## src/include/i2cms_params.svh

```systemverilog
`ifndef I2CMS_PARAMS_SVH
`define I2CMS_PARAMS_SVH
// Function
// No rate divider counting while asleep
// SCL period equals two divider countdowns
// Released SCL waits sampled high, then reload
// Start: both high, count, drive SDA low
// Start: one more period, clear enable, hold
// Lines low or early SCL low: collision
// Buffer write during start: write collision
// Low control bits locked until start completes
// Restart: SCL low, release SDA, release SCL
// Restart: high period, SDA low period, finish
// Begin flag early, irq flag after timeout
// Restart ignored while another event runs
// Restart collision on SDA low or SCL
// Restart locks buffer and low control bits
// Buffer write sets full, starts divider
// SDA changes after fall, low/high one period
// Seven address bits then direction, MSB first
// Eighth fall clears full, releases SDA
// Ninth fall samples acknowledge into status
// After ninth clock irq flag, divider halts
// Write while shifting: collision, short window
// Software clears the write collision flag
// Divider decrements twice per instruction cycle
// Software never programs a zero reload
// Reset or disable returns to idle

// ----
// Register byte addresses
// ----
`define I2CMS_OFS_CTRL2 8'h00
`define I2CMS_OFS_STATUS 8'h04
`define I2CMS_OFS_RELOAD 8'h08
`define I2CMS_OFS_SBUF 8'h0C
`define I2CMS_OFS_FLAGS 8'h10
`define I2CMS_OFS_CONFIG 8'h14

// ----
// Field positions
// ----
`define I2CMS_CTRL2_SEN 0
`define I2CMS_CTRL2_RESTART_ENABLE_BIT 1
`define I2CMS_CTRL2_ACK_DATA_BIT 5
`define I2CMS_CTRL2_ACK_STATUS_FLAG 6
`define I2CMS_STATUS_BF 0
`define I2CMS_STATUS_BEGIN 3
`define I2CMS_FLAGS_IRQ 0
`define I2CMS_FLAGS_BCL 1
`define I2CMS_FLAGS_WRITE_COLLISION_FLAG 2
`define I2CMS_CONFIG_EN 0

// ----
// Reset values
// ----
`define I2CMS_RELOAD_RST 7'h63
`define I2CMS_BYTE_RST 8'h00

// ----
// Timing
// ----
`define I2CMS_CLK_NS 50
`define I2CMS_TCY_NS 100
`define I2CMS_DEC_PER_TCY 2
`define I2CMS_WRITE_COLLISION_FLAG_WIN_TCY 2
`define I2CMS_DEC_CYC (`I2CMS_TCY_NS / (`I2CMS_DEC_PER_TCY * `I2CMS_CLK_NS))
`define I2CMS_WRITE_COLLISION_FLAG_WIN_CYC ((`I2CMS_WRITE_COLLISION_FLAG_WIN_TCY * `I2CMS_TCY_NS + `I2CMS_CLK_NS - 1) / `I2CMS_CLK_NS)
`endif

```

## src/include/i2cms_pkg.sv

```systemverilog
package i2cms_pkg;
   // Sequencer phases
   typedef enum logic [3:0] {
      PH_IDLE,
      PH_ST_ARM,
      PH_ST_WAIT,
      PH_ST_HOLD,
      PH_RS_LOW,
      PH_RS_SDA,
      PH_RS_RISE,
      PH_RS_HIGH,
      PH_RS_SDALO,
      PH_TX_FALL,
      PH_TX_LOW,
      PH_TX_WAIT,
      PH_TX_HIGH
   } i2cms_phase_t;

   // Register port request
   typedef struct packed {
      logic [7:0] addr;
      logic [7:0] wdata;
      logic wr;
      logic rd;
   } i2cms_bus_req_t;

   // Bus line levels
   typedef struct packed {
      logic scl;
      logic sda;
   } i2cms_line_t;

   // Whole state of the sequencer
   typedef struct packed {
      i2cms_phase_t phase;
      logic [6:0] brg_cnt;
      logic brg_run;
      logic [3:0] dec_div;
      logic [3:0] bitcnt;
      logic [7:0] shreg;
      logic [7:0] sbuf;
      logic [6:0] reload;
      logic start_enable_bit;
      logic restart_enable_bit;
      logic ack_dt;
      logic ack_stat;
      logic bf;
      logic bdet;
      logic irqf;
      logic bclf;
      logic write_collision_flag;
      logic [2:0] wwin;
      logic en;
      logic scl_oe_n;
      logic sda_oe_n;
      logic [7:0] rdata;
   } i2cms_state_t;
endpackage

```

## src/rtl/i2cms_seq.sv

```systemverilog
`timescale 1ns/1ps
`include "i2cms_params.svh"
// Master-side bus sequencer: start, repeated start and byte transmit.
module i2cms_seq #(
   parameter int RELOAD_W = 7
) (
   input wire logic i_clk,
   input wire logic i_resetn,
   input wire i2cms_pkg::i2cms_bus_req_t i_bus,
   output logic [7:0] o_rdata,
   input wire logic i_sleep,
   input wire i2cms_pkg::i2cms_line_t i_line,
   output i2cms_pkg::i2cms_line_t o_line,
   output i2cms_pkg::i2cms_line_t o_line_oe_n
);
   // ----------------------------------------------------------------
   // Parameter check
   // ----------------------------------------------------------------
   if (RELOAD_W != 7) begin : g_chk
      $error("i2cms_seq supports only a seven bit reload field");
   end

   // ----------------------------------------------------------------
   // Declarations
   // ----------------------------------------------------------------
   localparam logic [3:0] DEC_CYC = 4'(`I2CMS_DEC_CYC); // Clocks per decrement
   localparam logic [2:0] WIN_CYC = 3'(`I2CMS_WRITE_COLLISION_FLAG_WIN_CYC); // Rewrite window
   i2cms_pkg::i2cms_state_t st_q; // Registered state
   i2cms_pkg::i2cms_state_t st_d; // Next state
   i2cms_pkg::i2cms_line_t lvl; // Synchronised line levels
   logic dec_en; // Decrement enable pulse
   logic tmo; // Divider timed out this cycle

   // ----------------------------------------------------------------
   // Line synchroniser
   // ----------------------------------------------------------------
   i2cms_sync #(
      .W(2)
   ) u_sync (
      .i_clk(i_clk),
      .i_resetn(i_resetn),
      .i_pin({i_line.scl, i_line.sda}),
      .o_lvl({lvl.scl, lvl.sda})
   );

   // ----------------------------------------------------------------
   // Divider strobes
   // ----------------------------------------------------------------
   // Decrement pulse stops in sleep so no SCL timing advances there
   assign dec_en = (st_q.dec_div == 4'h0) && !i_sleep;
   assign tmo = dec_en && st_q.brg_run && (st_q.brg_cnt == 7'h00);

   // ----------------------------------------------------------------
   // Next-state logic
   // ----------------------------------------------------------------
   always_comb begin
      logic bcl; // Collision seen this cycle
      logic load; // Reload the divider this cycle
      logic sw_w; // Software write to shift buffer
      bcl = 1'b0;
      load = 1'b0;
      sw_w = 1'b0;
      st_d = st_q;
      st_d.rdata = `I2CMS_BYTE_RST;

      // Instruction-rate divider, free running outside sleep
      if (i_sleep) begin
         st_d.dec_div = st_q.dec_div;
      end else if (st_q.dec_div == 4'h0) begin
         st_d.dec_div = DEC_CYC - 4'h1;
      end else begin
         st_d.dec_div = st_q.dec_div - 4'h1;
      end

      // Countdown to zero, then stop until reloaded
      if (dec_en && st_q.brg_run) begin
         if (st_q.brg_cnt == 7'h00) begin
            st_d.brg_run = 1'b0;
         end else begin
            st_d.brg_cnt = st_q.brg_cnt - 7'h01;
         end
      end

      // Rewrite window runs down after each accepted buffer write
      if (st_q.wwin != 3'h0) begin
         st_d.wwin = st_q.wwin - 3'h1;
      end

      // Register reads, data stand in the next cycle
      if (i_bus.rd) begin
         case (i_bus.addr)
            `I2CMS_OFS_CTRL2: begin
               st_d.rdata[`I2CMS_CTRL2_SEN] = st_q.start_enable_bit;
               st_d.rdata[`I2CMS_CTRL2_RESTART_ENABLE_BIT] = st_q.restart_enable_bit;
               st_d.rdata[`I2CMS_CTRL2_ACK_DATA_BIT] = st_q.ack_dt;
               st_d.rdata[`I2CMS_CTRL2_ACK_STATUS_FLAG] = st_q.ack_stat;
            end
            `I2CMS_OFS_STATUS: begin
               st_d.rdata[`I2CMS_STATUS_BF] = st_q.bf;
               st_d.rdata[`I2CMS_STATUS_BEGIN] = st_q.bdet;
            end
            `I2CMS_OFS_RELOAD: begin
               st_d.rdata = {1'b0, st_q.reload};
            end
            `I2CMS_OFS_SBUF: begin
               st_d.rdata = st_q.sbuf;
            end
            `I2CMS_OFS_FLAGS: begin
               st_d.rdata[`I2CMS_FLAGS_IRQ] = st_q.irqf;
               st_d.rdata[`I2CMS_FLAGS_BCL] = st_q.bclf;
               st_d.rdata[`I2CMS_FLAGS_WRITE_COLLISION_FLAG] = st_q.write_collision_flag;
            end
            `I2CMS_OFS_CONFIG: begin
               st_d.rdata[`I2CMS_CONFIG_EN] = st_q.en;
            end
            // Unmapped addresses read as zero
            default: begin
               st_d.rdata = `I2CMS_BYTE_RST;
            end
         endcase
      end

      // Register writes; flag clears come before hardware sets
      if (i_bus.wr) begin
         case (i_bus.addr)
            `I2CMS_OFS_CTRL2: begin
               st_d.ack_dt = i_bus.wdata[`I2CMS_CTRL2_ACK_DATA_BIT];
               // Low control bits only act when nothing is running
               if (st_q.phase == i2cms_pkg::PH_IDLE && st_q.en) begin
                  if (i_bus.wdata[`I2CMS_CTRL2_SEN]) begin
                     st_d.start_enable_bit = 1'b1;
                     st_d.phase = i2cms_pkg::PH_ST_ARM;
                  end else if (i_bus.wdata[`I2CMS_CTRL2_RESTART_ENABLE_BIT]) begin
                     // Pull SCL low and wait to see it low
                     st_d.restart_enable_bit = 1'b1;
                     st_d.scl_oe_n = 1'b0;
                     st_d.phase = i2cms_pkg::PH_RS_LOW;
                  end
               end
            end
            `I2CMS_OFS_RELOAD: begin
               st_d.reload = i_bus.wdata[6:0];
            end
            `I2CMS_OFS_SBUF: begin
               sw_w = 1'b1;
            end
            `I2CMS_OFS_FLAGS: begin
               // Write one to clear
               if (i_bus.wdata[`I2CMS_FLAGS_IRQ]) begin
                  st_d.irqf = 1'b0;
               end
               if (i_bus.wdata[`I2CMS_FLAGS_BCL]) begin
                  st_d.bclf = 1'b0;
               end
               if (i_bus.wdata[`I2CMS_FLAGS_WRITE_COLLISION_FLAG]) begin
                  st_d.write_collision_flag = 1'b0;
               end
            end
            `I2CMS_OFS_CONFIG: begin
               st_d.en = i_bus.wdata[`I2CMS_CONFIG_EN];
            end
            // Unmapped writes are dropped
            default: begin
               st_d.en = st_d.en;
            end
         endcase
      end

      // Shift buffer write handling by phase
      if (sw_w) begin
         case (st_q.phase)
            i2cms_pkg::PH_IDLE: begin
               // Accepted: load byte, mark full, start shifting
               if (st_q.en) begin
                  st_d.sbuf = i_bus.wdata;
                  st_d.shreg = i_bus.wdata;
                  st_d.bf = 1'b1;
                  st_d.bitcnt = 4'h0;
                  st_d.wwin = WIN_CYC;
                  st_d.scl_oe_n = 1'b0;
                  st_d.phase = i2cms_pkg::PH_TX_FALL;
               end
            end
            i2cms_pkg::PH_TX_FALL, i2cms_pkg::PH_TX_LOW,
            i2cms_pkg::PH_TX_WAIT, i2cms_pkg::PH_TX_HIGH: begin
               // Always flagged; a fast rewrite still lands and may corrupt
               st_d.write_collision_flag = 1'b1;
               if (st_q.wwin != 3'h0) begin
                  st_d.sbuf = i_bus.wdata;
                  st_d.shreg = i_bus.wdata;
               end
            end
            // Start or restart running: buffer untouched
            default: begin
               st_d.write_collision_flag = 1'b1;
            end
         endcase
      end

      // Sequencer
      case (st_q.phase)
         i2cms_pkg::PH_IDLE: begin
            st_d.phase = st_d.phase;
         end
         i2cms_pkg::PH_ST_ARM: begin
            // Both low at the start is a collision
            if (!lvl.scl && !lvl.sda) begin
               bcl = 1'b1;
            end else if (lvl.scl && lvl.sda) begin
               load = 1'b1;
               st_d.phase = i2cms_pkg::PH_ST_WAIT;
            end
         end
         i2cms_pkg::PH_ST_WAIT: begin
            // SCL low before SDA is driven is a collision
            if (!lvl.scl) begin
               bcl = 1'b1;
            end else if (tmo) begin
               if (lvl.sda) begin
                  st_d.sda_oe_n = 1'b0;
                  st_d.bdet = 1'b1;
                  load = 1'b1;
                  st_d.phase = i2cms_pkg::PH_ST_HOLD;
               end else begin
                  bcl = 1'b1;
               end
            end
         end
         i2cms_pkg::PH_ST_HOLD: begin
            // Hold SDA low one more period, then finish
            if (tmo) begin
               st_d.start_enable_bit = 1'b0;
               st_d.irqf = 1'b1;
               st_d.phase = i2cms_pkg::PH_IDLE;
            end
         end
         i2cms_pkg::PH_RS_LOW: begin
            // Once SCL is seen low, release SDA for a period
            if (!lvl.scl) begin
               load = 1'b1;
               st_d.sda_oe_n = 1'b1;
               st_d.phase = i2cms_pkg::PH_RS_SDA;
            end
         end
         i2cms_pkg::PH_RS_SDA: begin
            if (tmo) begin
               if (lvl.sda) begin
                  st_d.scl_oe_n = 1'b1;
                  st_d.phase = i2cms_pkg::PH_RS_RISE;
               end else begin
                  bcl = 1'b1;
               end
            end
         end
         i2cms_pkg::PH_RS_RISE: begin
            // Clock arbitration: no count until SCL is high
            if (lvl.scl) begin
               if (!lvl.sda) begin
                  bcl = 1'b1;
               end else begin
                  load = 1'b1;
                  st_d.phase = i2cms_pkg::PH_RS_HIGH;
               end
            end
         end
         i2cms_pkg::PH_RS_HIGH: begin
            // Both high for one period, then drive the start edge
            if (!lvl.scl) begin
               bcl = 1'b1;
            end else if (tmo) begin
               st_d.sda_oe_n = 1'b0;
               load = 1'b1;
               st_d.phase = i2cms_pkg::PH_RS_SDALO;
            end
         end
         i2cms_pkg::PH_RS_SDALO: begin
            // Start seen on the lines sets begin at once
            if (lvl.scl && !lvl.sda) begin
               st_d.bdet = 1'b1;
            end
            if (tmo) begin
               st_d.restart_enable_bit = 1'b0;
               st_d.irqf = 1'b1;
               st_d.phase = i2cms_pkg::PH_IDLE;
            end
         end
         i2cms_pkg::PH_TX_FALL: begin
            // SCL has just fallen: change SDA, then count the low half
            load = 1'b1;
            st_d.phase = i2cms_pkg::PH_TX_LOW;
            if (st_q.bitcnt < 4'h8) begin
               st_d.sda_oe_n = st_q.shreg[3'(4'h7 - st_q.bitcnt)];
            end else if (st_q.bitcnt == 4'h8) begin
               st_d.bf = 1'b0;
               st_d.sda_oe_n = 1'b1;
            end else begin
               // Ninth fall: sample acknowledge, halt holding SCL low
               st_d.ack_stat = lvl.sda;
               st_d.irqf = 1'b1;
               load = 1'b0;
               st_d.phase = i2cms_pkg::PH_IDLE;
            end
         end
         i2cms_pkg::PH_TX_LOW: begin
            if (tmo) begin
               st_d.scl_oe_n = 1'b1;
               st_d.phase = i2cms_pkg::PH_TX_WAIT;
            end
         end
         i2cms_pkg::PH_TX_WAIT: begin
            // Wait out any slave stretching the clock
            if (lvl.scl) begin
               load = 1'b1;
               st_d.phase = i2cms_pkg::PH_TX_HIGH;
            end
         end
         i2cms_pkg::PH_TX_HIGH: begin
            if (tmo) begin
               st_d.scl_oe_n = 1'b0;
               st_d.bitcnt = st_q.bitcnt + 4'h1;
               st_d.phase = i2cms_pkg::PH_TX_FALL;
            end
         end
         default: begin
            bcl = 1'b1;
         end
      endcase

      // Divider reload from the seven-bit field
      if (load) begin
         st_d.brg_cnt = st_q.reload;
         st_d.brg_run = 1'b1;
      end

      // Collision aborts the condition and releases the bus
      if (bcl) begin
         st_d.bclf = 1'b1;
         st_d.start_enable_bit = 1'b0;
         st_d.restart_enable_bit = 1'b0;
         st_d.brg_run = 1'b0;
         st_d.scl_oe_n = 1'b1;
         st_d.sda_oe_n = 1'b1;
         st_d.phase = i2cms_pkg::PH_IDLE;
      end

      // Disabled module sits idle with both lines released
      if (!st_q.en) begin
         st_d.phase = i2cms_pkg::PH_IDLE;
         st_d.start_enable_bit = 1'b0;
         st_d.restart_enable_bit = 1'b0;
         st_d.bf = 1'b0;
         st_d.bdet = 1'b0;
         st_d.brg_run = 1'b0;
         st_d.scl_oe_n = 1'b1;
         st_d.sda_oe_n = 1'b1;
      end
   end

   // ----------------------------------------------------------------
   // State register
   // ----------------------------------------------------------------
   always_ff @(posedge i_clk or negedge i_resetn) begin
      if (!i_resetn) begin
         st_q <= '0;
         st_q.phase <= i2cms_pkg::PH_IDLE;
         st_q.reload <= `I2CMS_RELOAD_RST;
         st_q.scl_oe_n <= 1'b1;
         st_q.sda_oe_n <= 1'b1;
      end else begin
         st_q <= st_d;
      end
   end

   // ----------------------------------------------------------------
   // Outputs, all from the state register
   // ----------------------------------------------------------------
   assign o_rdata = st_q.rdata;
   // Open-drain data is a constant low taken from a reset-cleared field
   assign o_line.scl = st_q.rdata[7] & 1'b0;
   assign o_line.sda = st_q.rdata[7] & 1'b0;
   assign o_line_oe_n.scl = st_q.scl_oe_n;
   assign o_line_oe_n.sda = st_q.sda_oe_n;
endmodule

```

## src/rtl/i2cms_sync.sv

```systemverilog
`timescale 1ns/1ps
// Three-stage pin synchroniser; a change is accepted once stages two and
// three agree, so a single metastable sample never reaches the sequencer.
module i2cms_sync #(
   parameter int W = 2
) (
   input wire logic i_clk,
   input wire logic i_resetn,
   input wire logic [W-1:0] i_pin,
   output logic [W-1:0] o_lvl
);
   // ----------------------------------------------------------------
   // Width check
   // ----------------------------------------------------------------
   if (W < 1) begin : g_chk
      $error("i2cms_sync width must be at least one");
   end

   // ----------------------------------------------------------------
   // One synchroniser per line
   // ----------------------------------------------------------------
   for (genvar g = 0; g < W; g++) begin : g_bit
      logic s1_q; // Only read by s2_q
      logic s2_q;
      logic s3_q;
      logic lvl_q; // Accepted level, idle bus is high
      // Shift the pin through three stages
      always_ff @(posedge i_clk or negedge i_resetn) begin
         if (!i_resetn) begin
            s1_q <= 1'b1;
            s2_q <= 1'b1;
            s3_q <= 1'b1;
            lvl_q <= 1'b1;
         end else begin
            s1_q <= i_pin[g];
            s2_q <= s1_q;
            s3_q <= s2_q;
            // Accept only an agreed level
            if (s2_q == s3_q) begin
               lvl_q <= s3_q;
            end
         end
      end
      assign o_lvl[g] = lvl_q;
   end
endmodule

```

## config.mk

```make
export PLATFORM = sky130hd
export DESIGN_NAME = i2cms_seq
export DESIGN_NICKNAME = d
export VERILOG_FILES = /design/src/include/i2cms_pkg.sv /design/src/rtl/i2cms_seq.sv /design/src/rtl/i2cms_sync.sv
export VERILOG_INCLUDE_DIRS = /design/src /design/src/include
export SDC_FILE = /design/constraint.sdc
export NUM_CORES = 1
export LEC_CHECK = 0
export CAP_MARGIN = 30
export CORE_MARGIN = 2
export CORE_UTILIZATION = 58
export DETAILED_ROUTE_END_ITERATION = 8
export DONT_BUFFER_PORTS = 1
export PLACE_DENSITY_LB_ADDON = 0.25
export SYNTH_ARGS = -nofsm -noshare
export SYNTH_HDL_FRONTEND = slang
export SYNTH_HIERARCHICAL = 1
export SYNTH_SLANG_ARGS = --single-unit
```

## constraint.sdc

```tcl
create_clock -name i_clk -period 6.4 [get_ports i_clk]
set_clock_uncertainty 0.15 [all_clocks]
set_input_delay 0.32 -clock i_clk [delete_from_list [all_inputs] [get_ports i_clk]]
set_output_delay 0.32 -clock i_clk [all_outputs]
set_load 0.01 [all_outputs]
```

Yosys cells after proc, flatten, opt, wreduce, memory -nomap -nowiden:

Index checks and enable logic that the tools add are counted.

* register bits after elaboration: 74
* input bits: 23

* add/sub/neg operators: 5
* magnitude comparators: 2
* equal/unequal tests: 38
* muxes and demuxes: 134
* bitwise operators: 2
* reductions and logical operators: 33

Operators with widths (number)
* $mux 4: 32
* $mux 1: 67
* $pmux 4 s11: 1
* $mux 20: 2
* $pmux 16 s2: 1
* $eq 4x4->1 const B: 6
* $mux 8: 3
* $mux 3: 7
* $eq 4x3->1 const B: 4
* $eq 8x4->1 const B: 2
* $eq 8x5->1 const B: 2
* $mux 16: 1
* $mux 2: 6
* $ne 4x3->1 const B: 3
* $ne 4x4->1 const B: 3
* $pmux 1 s6: 2
* $reduce_and 2->1: 5
* $reduce_bool 2->1: 5
* $pmux 1 s3: 3
* $eq 4x2->1 const B: 2
* $eq 8x3->1 const B: 1
* $logic_not 4->1: 2
* $logic_not 8->1: 1
* $ne 4x1->1 const B: 2
* 34 further kinds: 51

Depth between registers and ports, before layout:

Gate-level depths: netlist (run 1).

* depth after elaboration: 13
* mapped depth: 8
* gate-level depth less buffers: 7

By module:

The synthesis (run 1) kept the hierarchy.

Modules (own cells, without submodules)
* i2cms_seq: times used 1, cells an instance 408, area an instance 3737.3 um^2, seq. area each 1458.9 um^2
* i2cms_sync: times used 1, cells an instance 12, area an instance 247.7 um^2, seq. area each 210.2 um^2

Worst setup path after synthesis (run 1):

Ideal clock, no wire load.

* path kind: register to register
* start point: reg u_sync.g_bit[1].lvl_q
* end point: reg st_q[55] (netlist bit)
* library setup time: 0.125 ns
* arrival: 1.959 ns
* required time: 6.125 ns
* slack: 4.166 ns
* stages on the path, launching flop included: 8
* buffers on the path: 3
* cell sequence: dfstp_2 buf_4 clkbuf_1 o21ai_0 a31o_2 a222oi_1 buf_2 mux2_2

* cells in the longest elaborated chain, start to end: 6
* elaborated cells on any way between the ends: 15
* classes of those cells: eq/ne (1); mux (9); reduce/logical (5)

Ends and longest elaborated chain
* start: declaration: line i2cms_sync.sv:26 `logic lvl_q;`
* start signal: assignment: line i2cms_sync.sv:40 `lvl_q <= s3_q;`
* $logic_and 1x1->1 or $logic_not 1->1 (tied branches)
* $mux 1 or $logic_and 1x1->1 (tied branches): line i2cms_seq.sv:209, i2cms_seq.sv:207
* $mux 1: line i2cms_seq.sv:207 `if (!lvl.scl && !lvl.sda) begin`
* $pmux 1 s7 (*): line i2cms_seq.sv:201 `case (st_q.phase)`
* $ne 2x1->1 (no line) or $reduce_bool 2->1 (tied branches)
* $reduce_and 2->1 (no line)
* end signal: assignment: line i2cms_seq.sv:370 `st_q <= st_d;`
* end: declaration: line i2cms_seq.sv:28 `i2cms_pkg::i2cms_state_t st_q;`

Every way passes the cells marked *; elsewhere a longest branch is shown, timed or not.
A chain may end at the register's enable or synchronous reset.

Worst setup path after layout (run 1):

* start point: reg st_q[62] (netlist bit)
* end point: reg st_q[59] (netlist bit)

* cells in the longest elaborated chain, start to end: 4
* elaborated cells on any way between the ends: 12
* classes of those cells: eq/ne (8); mux (2); reduce/logical (2)

Ends and longest elaborated chain (line)
* $eq 4x4->1, or another cell as far along: i2cms_seq.sv:201
* $pmux 1 s7 (*): i2cms_seq.sv:201
* $ne 2x1->1 (no line) or $reduce_bool 2->1 (tied branches)
* $reduce_and 2->1 (no line)

Marks and branches as above.

==> impl_metrics.yaml, run 1 <==
run_status:
  outcome: "finished, final reports clean"
logic_synthesis:
  synth-edff-count: 0
  synth.largest_area_cell: "dfrtp_1"
  yosysWarnings: 6
  ys_seq_area_share_pct: 41.9
  synthCells: 420
  synth_top_area_share_pct: 32.7
  synth_cell_type_count: 69
  avgSynthCellArea_sq_um: 9.49
  ys_async_sr_fraction_pct: 100
  ys_ff_latch: 66
  synthesis.area_sq_um: 3990
  synth-main-ff-cell: "dfrtp_1"
  synth.area.top_cells: "dfrtp_1 (33%), dfstp_2 (9.2%), mux2_2 (4.8%)"
floorplan:
  dieArea_sq_um: 7550
  die_h_um: 86.9
  dieWidth_um: 86.9
  ios: 35
  rows: 30
  initial_core_util_pct: 59.3
  core_area_sq_um: 6720
worst_setup_path:
  slowest_delay_ns: 0.95
  endpoint_kind: "flip-flop"
  arrival_ns: 2.98
  cp.required_ns: 6.48
  crit_path_top_delay_cell: "dfrtp_1"
  rr_worst_depth: 5
  crit_type: "flip-flop to flip-flop"
  critPathMaxFanout: 30
  crit_chain: "clkinv_1 > a31o_2 > a222oi_1 > buf_4 > mux2_2"
  reg2reg_slack_ns: 3.50
  startpoint_type: "flip-flop"
place:
  place_hpwl_mm: 6.73
  portBuffers: 0
  routabilityCongestion: 0.922
cts:
  cts_tree: "yes"
  h-tree-depth: 3
  clk_latency_ns: 0.34
  cts_buffers: 9
  path_clk_slew_ns: 0.08
  cts_root_buf: "clkbuf_8"
  cts_resized: 0
  cts_buffer_depth: 2
  clock-sinks: 66
power:
  power_density_nw_per_um2: 215
  peakVddDrop_uv: 198
  p_leak_nw: 1.76
cells_and_area:
  diodes: 0
  final_nets: 439
  fill_cells: 565
  area_growth_pct: 7.03
  final_common_cell: "dfrtp_1"
  drive_above_1_share_pct: 16.3
  final_util_pct: 63.5
  final_cell_mix: "dfrtp_1 (52), nand2_1 (44), nor2_1 (34), o21ai_0 (28)"
routing:
  routed_wl_mm: 10.1
  vias_per_cell: 6.62
  firstDrtPassIters: 5
  drtAntennaViolNets: 0
  wl_per_cell_um: 20.4
  dr_total_vias: 3284
  drc_errors: 0
  drtIter0Drc: 331
timing:
  max_freq_ghz: 0.345
  hold_viol: 0
  setup_tns_ns: 0
  slew_viol_final: 0
  slew-limit-headroom_pct: 34.6
  timing.final.crit_period_ns: 2.90
  worst_pin_slew_ns: 0.981
  fin_crit_sh_pct: 45.3
  grt_setup_unrepaired: "no"
  setup_viol: 0
global_routing:
  grt_max_degree: 67
  grt_pass1_vias: 3191
  antenna_found_initial: 0
  grt-ovfl-total: 0
  grt_first_pass_wirelength_mm: 16.6
  grt_usage_pct: 28.7
flow_run:
  cap_viol_max_count: 0
min_path:
  hold_depth: 3
  min_path_type: "primary input to flip-flop"
-- where the power goes --
| part | total [mW] | leakage (nW) | internal [mW] | switching, mW |
|---|---|---|---|---|
| logic | 0.0904 | 0.804 | 0.0414 | 0.0490 |
| clock network | 0.371 | 0.100 | 0.203 | 0.168 |
| registers | 0.454 | 0.856 | 0.438 | 0.0164 |
| total | 0.916 | 1.76 | 0.683 | 0.233 |
-- state kept, by name (all words and copies together) (netlist names) --
signal,cells
o_line_oe_n,2
o_rdata,8
st_q,48
u_sync/g_bit.lvl_q,2
u_sync/g_bit.s1_q,2
u_sync/g_bit.s2_q,2
u_sync/g_bit.s3_q,2
-- metrics by stage --
stage                     std cells  power [mW]  setup slack, ns  hold WS (ns)  instance area, sq um
after global placement          464       0.526             3.60        -0.124                  3880
after detailed placement        464       0.534             3.56        -0.124                  3880
after CTS                       496       0.918             3.58        0.0113                  4270
final                           496       0.916             3.50        0.0159                  4270
after floorplan                 421       0.519             4.17        -0.126                  3990
after global routing            496       0.950             3.28        0.0220                  4270
-- final timing paths --
| kind | startpoint | to |
|---|---|---|
| min reg2reg | u_sync/g_bit[1].s1_q | u_sync/g_bit[1].s2_q |
| min | i_bus[1] | st_q[16] |
| max | st_q[62] | st_q[59] |
| max in group asynchronous | i_resetn | u_sync/g_bit[0].lvl_q |
| min in group asynchronous | i_resetn | st_q[50] |
| max reg2reg | st_q[62] | st_q[59] |
-- routing by layer --
layer / up-vias / track usage, % / routed length [um]
met3: 23 / 6.54 / 712
met4: 0 / 9.52 / 244
li1: 1486 / - / -
met2: 144 / 43.7 / 4710
met5: - / 0 / 0
met1: 1631 / 40.6 / 4440
-- final cells by class --
type / instances / area (sq um) / area share, %
multi-input combinational: 306 / 2060 / 48.4
sequential: 66 / 1670 / 39.1
timing repair buffer: 17 / 185 / 4.34
clock buffer: 13 / 159 / 3.73
tap: 80 / 100 / 2.35
clock inverter: 3 / 46.3 / 1.09
inverter: 11 / 41.3 / 0.968
-- critical path: cells and delay by family (launching register included) --
kind	cells	cell delay, ns
DFF	1	0.95
buffers and inverters	2	0.76
AOI/OAI and AO/OA	2	0.57
muxes	1	0.34
-- cell usage after synthesis, types with 3 or more instances --
| library cell | count |
|---|---|
| dfrtp_1 | 52 |
| nand2_1 | 44 |
| nor2_1 | 34 |
| o21ai_0 | 28 |
| mux2_2 | 17 |
| nor3_1 | 17 |
| a21oi_1 | 15 |
| buf_4 | 14 |
| dfstp_2 | 14 |
| mux2i_1 | 13 |
| nand3_1 | 12 |
| inv_1 | 10 |
| buf_2 | 9 |
| clkbuf_1 | 9 |
| and2_1 | 8 |
| xnor2_1 | 8 |
| nand2b_1 | 7 |
| nor2b_1 | 7 |
| o31ai_1 | 7 |
| a31oi_1 | 5 |
| buf_1 | 5 |
| ha_1 | 5 |
| a211oi_1 | 4 |
| nand4_1 | 4 |
| nor4_2 | 4 |
| o22ai_1 | 4 |
| o211a_1 | 3 |
| or3_1 | 3 |
-- kinds of logic (layout without fill, tap and decap cells) --
logic type | count (synthesis) | count (layout) | share of synthesized area, %
AOI/OAI and AO/OA | 98 | 98 | 17.1
xor gates and xnor gates | 9 | 9 | 1.98
adders and majority gates | 7 | 7 | 2.13
buffers and inverters | 49 | 44 | 6.40
DFF | 66 | 66 | 41.9
muxes | 32 | 32 | 9.20
other | 1 | 2 | 0.0941
and+or+nand+nor | 158 | 158 | 21.2
-- timing repair --
action                                  CTS  global route
setup buffers                             0             0
hold buffers                             16             0
endpoints found under the setup margin    0             0
hold endpoints to repair                 95             0
Power figures use the tool's default switching activity.
==> run 2: changes to the inputs <==
Clock period 6.4 ns to 2.4 ns, I/O delays scaled along.
==> impl_metrics.yaml, run 2 (synthesis gave the netlist of run 1 again) <==
worst_setup_path:
  rr_worst_depth: 7
  crit_chain: "buf_4 > nand3b_1 > nor2_1 > a31o_2 > a222oi_1 > buf_4 > mux2_2"
  startpoint_type: "flip-flop"
  arrival_ns: 2.44
  worstPathBufferInverterCount: 2
  reg2reg_from: "st_q[62]"
  crit_type: "flip-flop to flip-flop"
  cpMostUsedCell: "buf_4"
  reg2reg_to: "st_q[56]"
  crit_path_top_delay_cell: "dfrtp_1"
  slowest_delay_ns: 0.52
  critPathMaxFanout: 10
  endpoint_kind: "flip-flop"
  crit_family: "flip-flops"
  reg2reg_slack_ns: 0.05
  cp.required_ns: 2.49
floorplan:
  dieWidth_um: 86.9
  ios: 35
  core_area_sq_um: 6720
  rows: 30
  initial_core_util_pct: 59.3
  die_h_um: 86.9
  dieArea_sq_um: 7550
cells_and_area:
  fin_area_sq_um: 4630
  final_cell_mix: "dfrtp_1 (49), nand2_1 (44), buf_4 (39), nor2_1 (34), o21ai_0 (27)"
  stdcell_count: 538
  final_common_cell: "dfrtp_1"
  fill_cells: 491
  largest_register: "st_q"
  largest_reg_flops: 48
  area_growth_pct: 16.2
  regArea_sq_um: 1670
  multi_input_area_sq_um: 2080
  final_nets: 481
  drive_above_1_share_pct: 25.1
  diodes: 0
timing:
  slew_viol_final: 0
  fin_crit_sh_pct: 98.1
  setup_tns_ns: 0
  hold_viol: 0
  setup_viol: 0
  max_freq_ghz: 0.425
  worst_pin_slew_ns: 0.507
  timing.final.crit_period_ns: 2.35
  slew-limit-headroom_pct: 65.9
power:
  p_leak_nw: 1.97
  power_density_nw_per_um2: 552
  peakVddDrop_uv: 503
routing:
  wl_per_cell_um: 19.7
  dr_total_vias: 3477
  drtAntennaViolNets: 0
  vias_per_cell: 6.46
  firstDrtPassIters: 5
  routed_wl_mm: 10.6
  drtIter0Drc: 424
  drc_errors: 0
place:
  dp.cells: 495
  place_area_sq_um: 4120
  routabilityCongestion: 0.923
  portBuffers: 0
  place_hpwl_mm: 7.27
global_routing:
  grt_usage_pct: 29.8
  busiest_layer: "met2"
  grt_use_met2_pct: 44.8
  grt-ovfl-total: 0
  antenna_found_initial: 0
  grt_pass1_vias: 3328
  met3_usage_pct: 7.01
  grt_max_degree: 67
  grt_first_pass_wirelength_mm: 17.2
  grtUsageMet1_pct: 42.2
run_status:
  outcome: "finished, final reports clean"
min_path:
  min_path_type: "primary input to flip-flop"
  whs_endpoint: "o_rdata[4]"
  hold_depth: 4
  hp-start: "i_bus[10]"
cts:
  cts_buffer_depth: 2
  h-tree-depth: 3
  cts_buffers: 9
  cts_root_buf: "clkbuf_8"
  path_clk_slew_ns: 0.08
  clk_latency_ns: 0.35
  cts_tree: "yes"
  clock-sinks: 66
flow_run:
  cap_viol_max_count: 0
run 2: cell types whose count changed in the layout (fill, tap and decap cells not counted), sizes merged:
cell         change
clkbuf           -3
bufinv           +1
clkinvlp         +1
dlygate4sd3      +3
buf             +39
clkinv           +1
run 2: worst max path at each step:
| stage | from | end | slack, ns | cells after the start |
|---|---|---|---|---|
| after global routing | st_q[55] | st_q[57] | -0.0005 | 8 |
| after global placement | st_q[55] | st_q[59] | 0.03 | 8 |
| final | st_q[62] | st_q[56] | 0.05 | 7 |
| after floorplan | u_sync/g_bit[1].lvl_q | st_q[55] | 0.17 | 7 |
| after CTS | st_q[55] | st_q[56] | 0.02 | 8 |
| after detailed placement | st_q[55] | st_q[60] | 0.02 | 8 |
run 2: final cells by class:
| class | instances | area share [%] |
|---|---|---|
| sequential | 66 | 36.1 |
| inverter | 11 | 0.892 |
| timing repair buffer | 59 | 10.9 |
| clock buffer | 10 | 2.97 |
| clock inverter | 6 | 1.92 |
| multi-input combinational | 306 | 45.0 |
| tap | 80 | 2.16 |
run 2: what timing repair did:
action	4_1_cts	5_1_grt
endpoints found under the setup margin	8	9
setup buffers	1	7
gates resized for setup	1	7
pin swaps	1	3
hold buffers	19	0
endpoints found under the hold margin	102	0
run 2: stage by stage:
stage                     setup WS [ns]  power [mW]  hold slack, ns  util (%)
after global routing          -0.000493        2.66          0.0250      68.9
after detailed placement         0.0200        1.43          -0.324      61.2
after floorplan                   0.166        1.38          -0.326         -
after CTS                        0.0249        2.56          0.0148      67.9
final                            0.0467        2.56          0.0336      68.9
after global placement           0.0293        1.41          -0.324      61.2
run 2: power by group:
part / internal (mW) / total, mW / switching [mW]
logic: 0.120 / 0.259 / 0.140
clock network: 0.615 / 1.09 / 0.471
registers: 1.17 / 1.21 / 0.0452
total: 1.90 / 2.56 / 0.656
run 2: worst register-to-register path: stages, from the launching register on:
cell and delay [ns]:
dfrtp_1 0.52, buf_4 0.24, nand3b_1 0.13, nor2_1 0.06, a31o_2 0.21, a222oi_1 0.31, buf_4 0.26, mux2_2 0.36
run 2: per-layer routing:
metal,part of all wire [%],vias to the layer above
met2,47,179
met3,8.2,27
met4,2.2,0
met1,42,1685
met5,0,-
li1,-,1586
==> run 3: changes to the inputs <==
Settings changed: SETUP_SLACK_MARGIN from default to 0.15.
Clock period 2.4 ns to 3 ns, I/O delays scaled along.
==> impl_metrics.yaml, run 3 (synthesis gave the netlist of run 1 again) <==
run_status:
  outcome: "finished, final reports clean"
min_path:
  whs_endpoint: "o_rdata[0]"
  hp-start: "i_bus[13]"
  min_path_type: "primary input to flip-flop"
  hold_depth: 4
worst_setup_path:
  critPathMaxFanout: 17
  slowest_delay_ns: 0.58
  reg2reg_from: "st_q[50]"
  reg2reg_to: "o_line_oe_n[1]"
  crit_type: "flip-flop to flip-flop"
  endpoint_kind: "flip-flop"
  crit_chain: "nor4_2 > nand4_4 > o32ai_2 > or2_1 > o21bai_1"
  cp.required_ns: 3.13
  startpoint_type: "flip-flop"
  rr_worst_depth: 5
  crit_path_top_delay_cell: "nor4_2"
  arrival_ns: 2.73
  reg2reg_slack_ns: 0.39
timing:
  max_freq_ghz: 0.383
  grt_setup_unrepaired: "no"
  slew_viol_final: 0
  setup_tns_ns: 0
  whs_ns: 0.0414
  worst_pin_slew_ns: 0.682
  setup_slack_ns: 0.392
  fin_crit_sh_pct: 86.9
  slew-limit-headroom_pct: 54.5
  hold_viol: 0
  setup_viol: 0
  timing.final.crit_period_ns: 2.61
power:
  peakVddDrop_uv: 384
  p_total_mw: 1.95
  power_switching_mw: 0.511
  p_int_mw: 1.44
  clock_power_share_pct: 40.3
  p_sw_share_pct: 26.2
  power_density_nw_per_um2: 448
  p_leak_nw: 1.81
  seqPwrFrac_pct: 49.6
  pwr-share-comb_pct: 10.1
cts:
  cts_root_buf: "clkbuf_8"
  cts_buffer_depth: 2
  clk_latency_ns: 0.35
  cts_buffers: 9
  cts_tree: "yes"
  path_clk_slew_ns: 0.08
  cts_setup_buffers: 0
  h-tree-depth: 3
  clock-sinks: 66
cells_and_area:
  diodes: 0
  multi_input_area_sq_um: 2060
  final_common_cell: "dfrtp_1"
  largest_reg_flops: 48
  area_growth_pct: 9.11
  final_cell_mix: "dfrtp_1 (52), nand2_1 (44), nor2_1 (34), o21ai_0 (28), dlygate4sd3_1 (19)"
  drive_above_1_share_pct: 17.6
  fill_cells: 559
  final_util_pct: 64.7
  regArea_sq_um: 1670
  largest_register: "st_q"
  final_nets: 448
routing:
  drtIter0Drc: 359
  routed_wl_mm: 9.59
  vias_per_cell: 6.45
  wl_per_cell_um: 19.0
  met1_length_mm: 4.33
  drc_errors: 0
  firstDrtPassIters: 5
  routed-wl-met2_mm: 4.28
  dr_total_vias: 3258
  drtAntennaViolNets: 0
  routed.top_layer: "met4"
  dr_wl_met3_um: 642
floorplan:
  dieArea_sq_um: 7550
  ios: 35
  core_area_sq_um: 6720
  dieWidth_um: 86.9
  rows: 30
  initial_core_util_pct: 59.3
  die_h_um: 86.9
flow_run:
  cap_viol_max_count: 0
global_routing:
  grt_pass1_vias: 3184
  grt_max_degree: 67
  grt-ovfl-total: 0
  grt_first_pass_wirelength_mm: 16.1
  antenna_found_initial: 0
  grt_usage_pct: 27.8
place:
  portBuffers: 0
  routabilityCongestion: 0.903
  place_hpwl_mm: 6.82
  pre_cts_slack_ns: 0.453
-- run 3: power by group through the flow --
stage	registers [mW]	clock network [mW]	logic, mW
after detailed placement	0.983	0	0.151
after CTS	0.966	0.797	0.201
after global placement	0.981	0	0.140
after floorplan	0.966	0	0.141
after global routing	0.971	0.843	0.226
final	0.967	0.786	0.198
-- run 3: metrics by stage --
| step | instances | cell area [sq um] |
|---|---|---|
| 2_1_floorplan | 421 | 3990 |
| 3_3_place_gp | 469 | 3920 |
| 3_5_place_dp | 469 | 3920 |
| 4_1_cts | 505 | 4350 |
| 5_1_grt | 505 | 4350 |
| 6_report | 505 | 4350 |
-- run 3: how the worst max path moves through the flow --
stage	from	end	cells past startpoint
6_report	st_q[50]	o_line_oe_n[1]	5
5_1_grt	st_q[55]	st_q[49]	7
4_1_cts	st_q[50]	o_line_oe_n[1]	5
3_5_place_dp	st_q[55]	st_q[62]	7
3_3_place_gp	st_q[50]	o_line_oe_n[1]	5
2_1_floorplan	u_sync/g_bit[1].lvl_q	st_q[55]	7
-- run 3: critical path, delay by kind of cell (launching register included) --
family           cells  cell delay, ns
flip-flops           1            0.44
AO/OA/AOI/OAI        2            0.66
AND/OR/NAND/NOR      3            1.26
-- run 3: per-layer routing --
| layer | GRT usage [%] | vias to the layer above |
|---|---|---|
| met1 | 39.8 | 1555 |
| met3 | 5.78 | 29 |
| li1 | - | 1507 |
| met4 | 13.8 | 0 |
| met2 | 39.9 | 167 |
| met5 | 0 | - |
-- run 3: layout make-up --
cell class | count | share of cell area, %
clock buffer | 10 | 3.17
clock inverter | 6 | 1.67
inverter | 11 | 0.950
multi-input combinational | 306 | 47.5
sequential | 66 | 38.4
tap | 80 | 2.30
timing repair buffer | 26 | 6.04
-- run 3: repair_timing --
action | in CTS | in global routing
hold buffers | 20 | 0
resized for setup | 0 | 0
endpoints found under the hold margin | 101 | 0
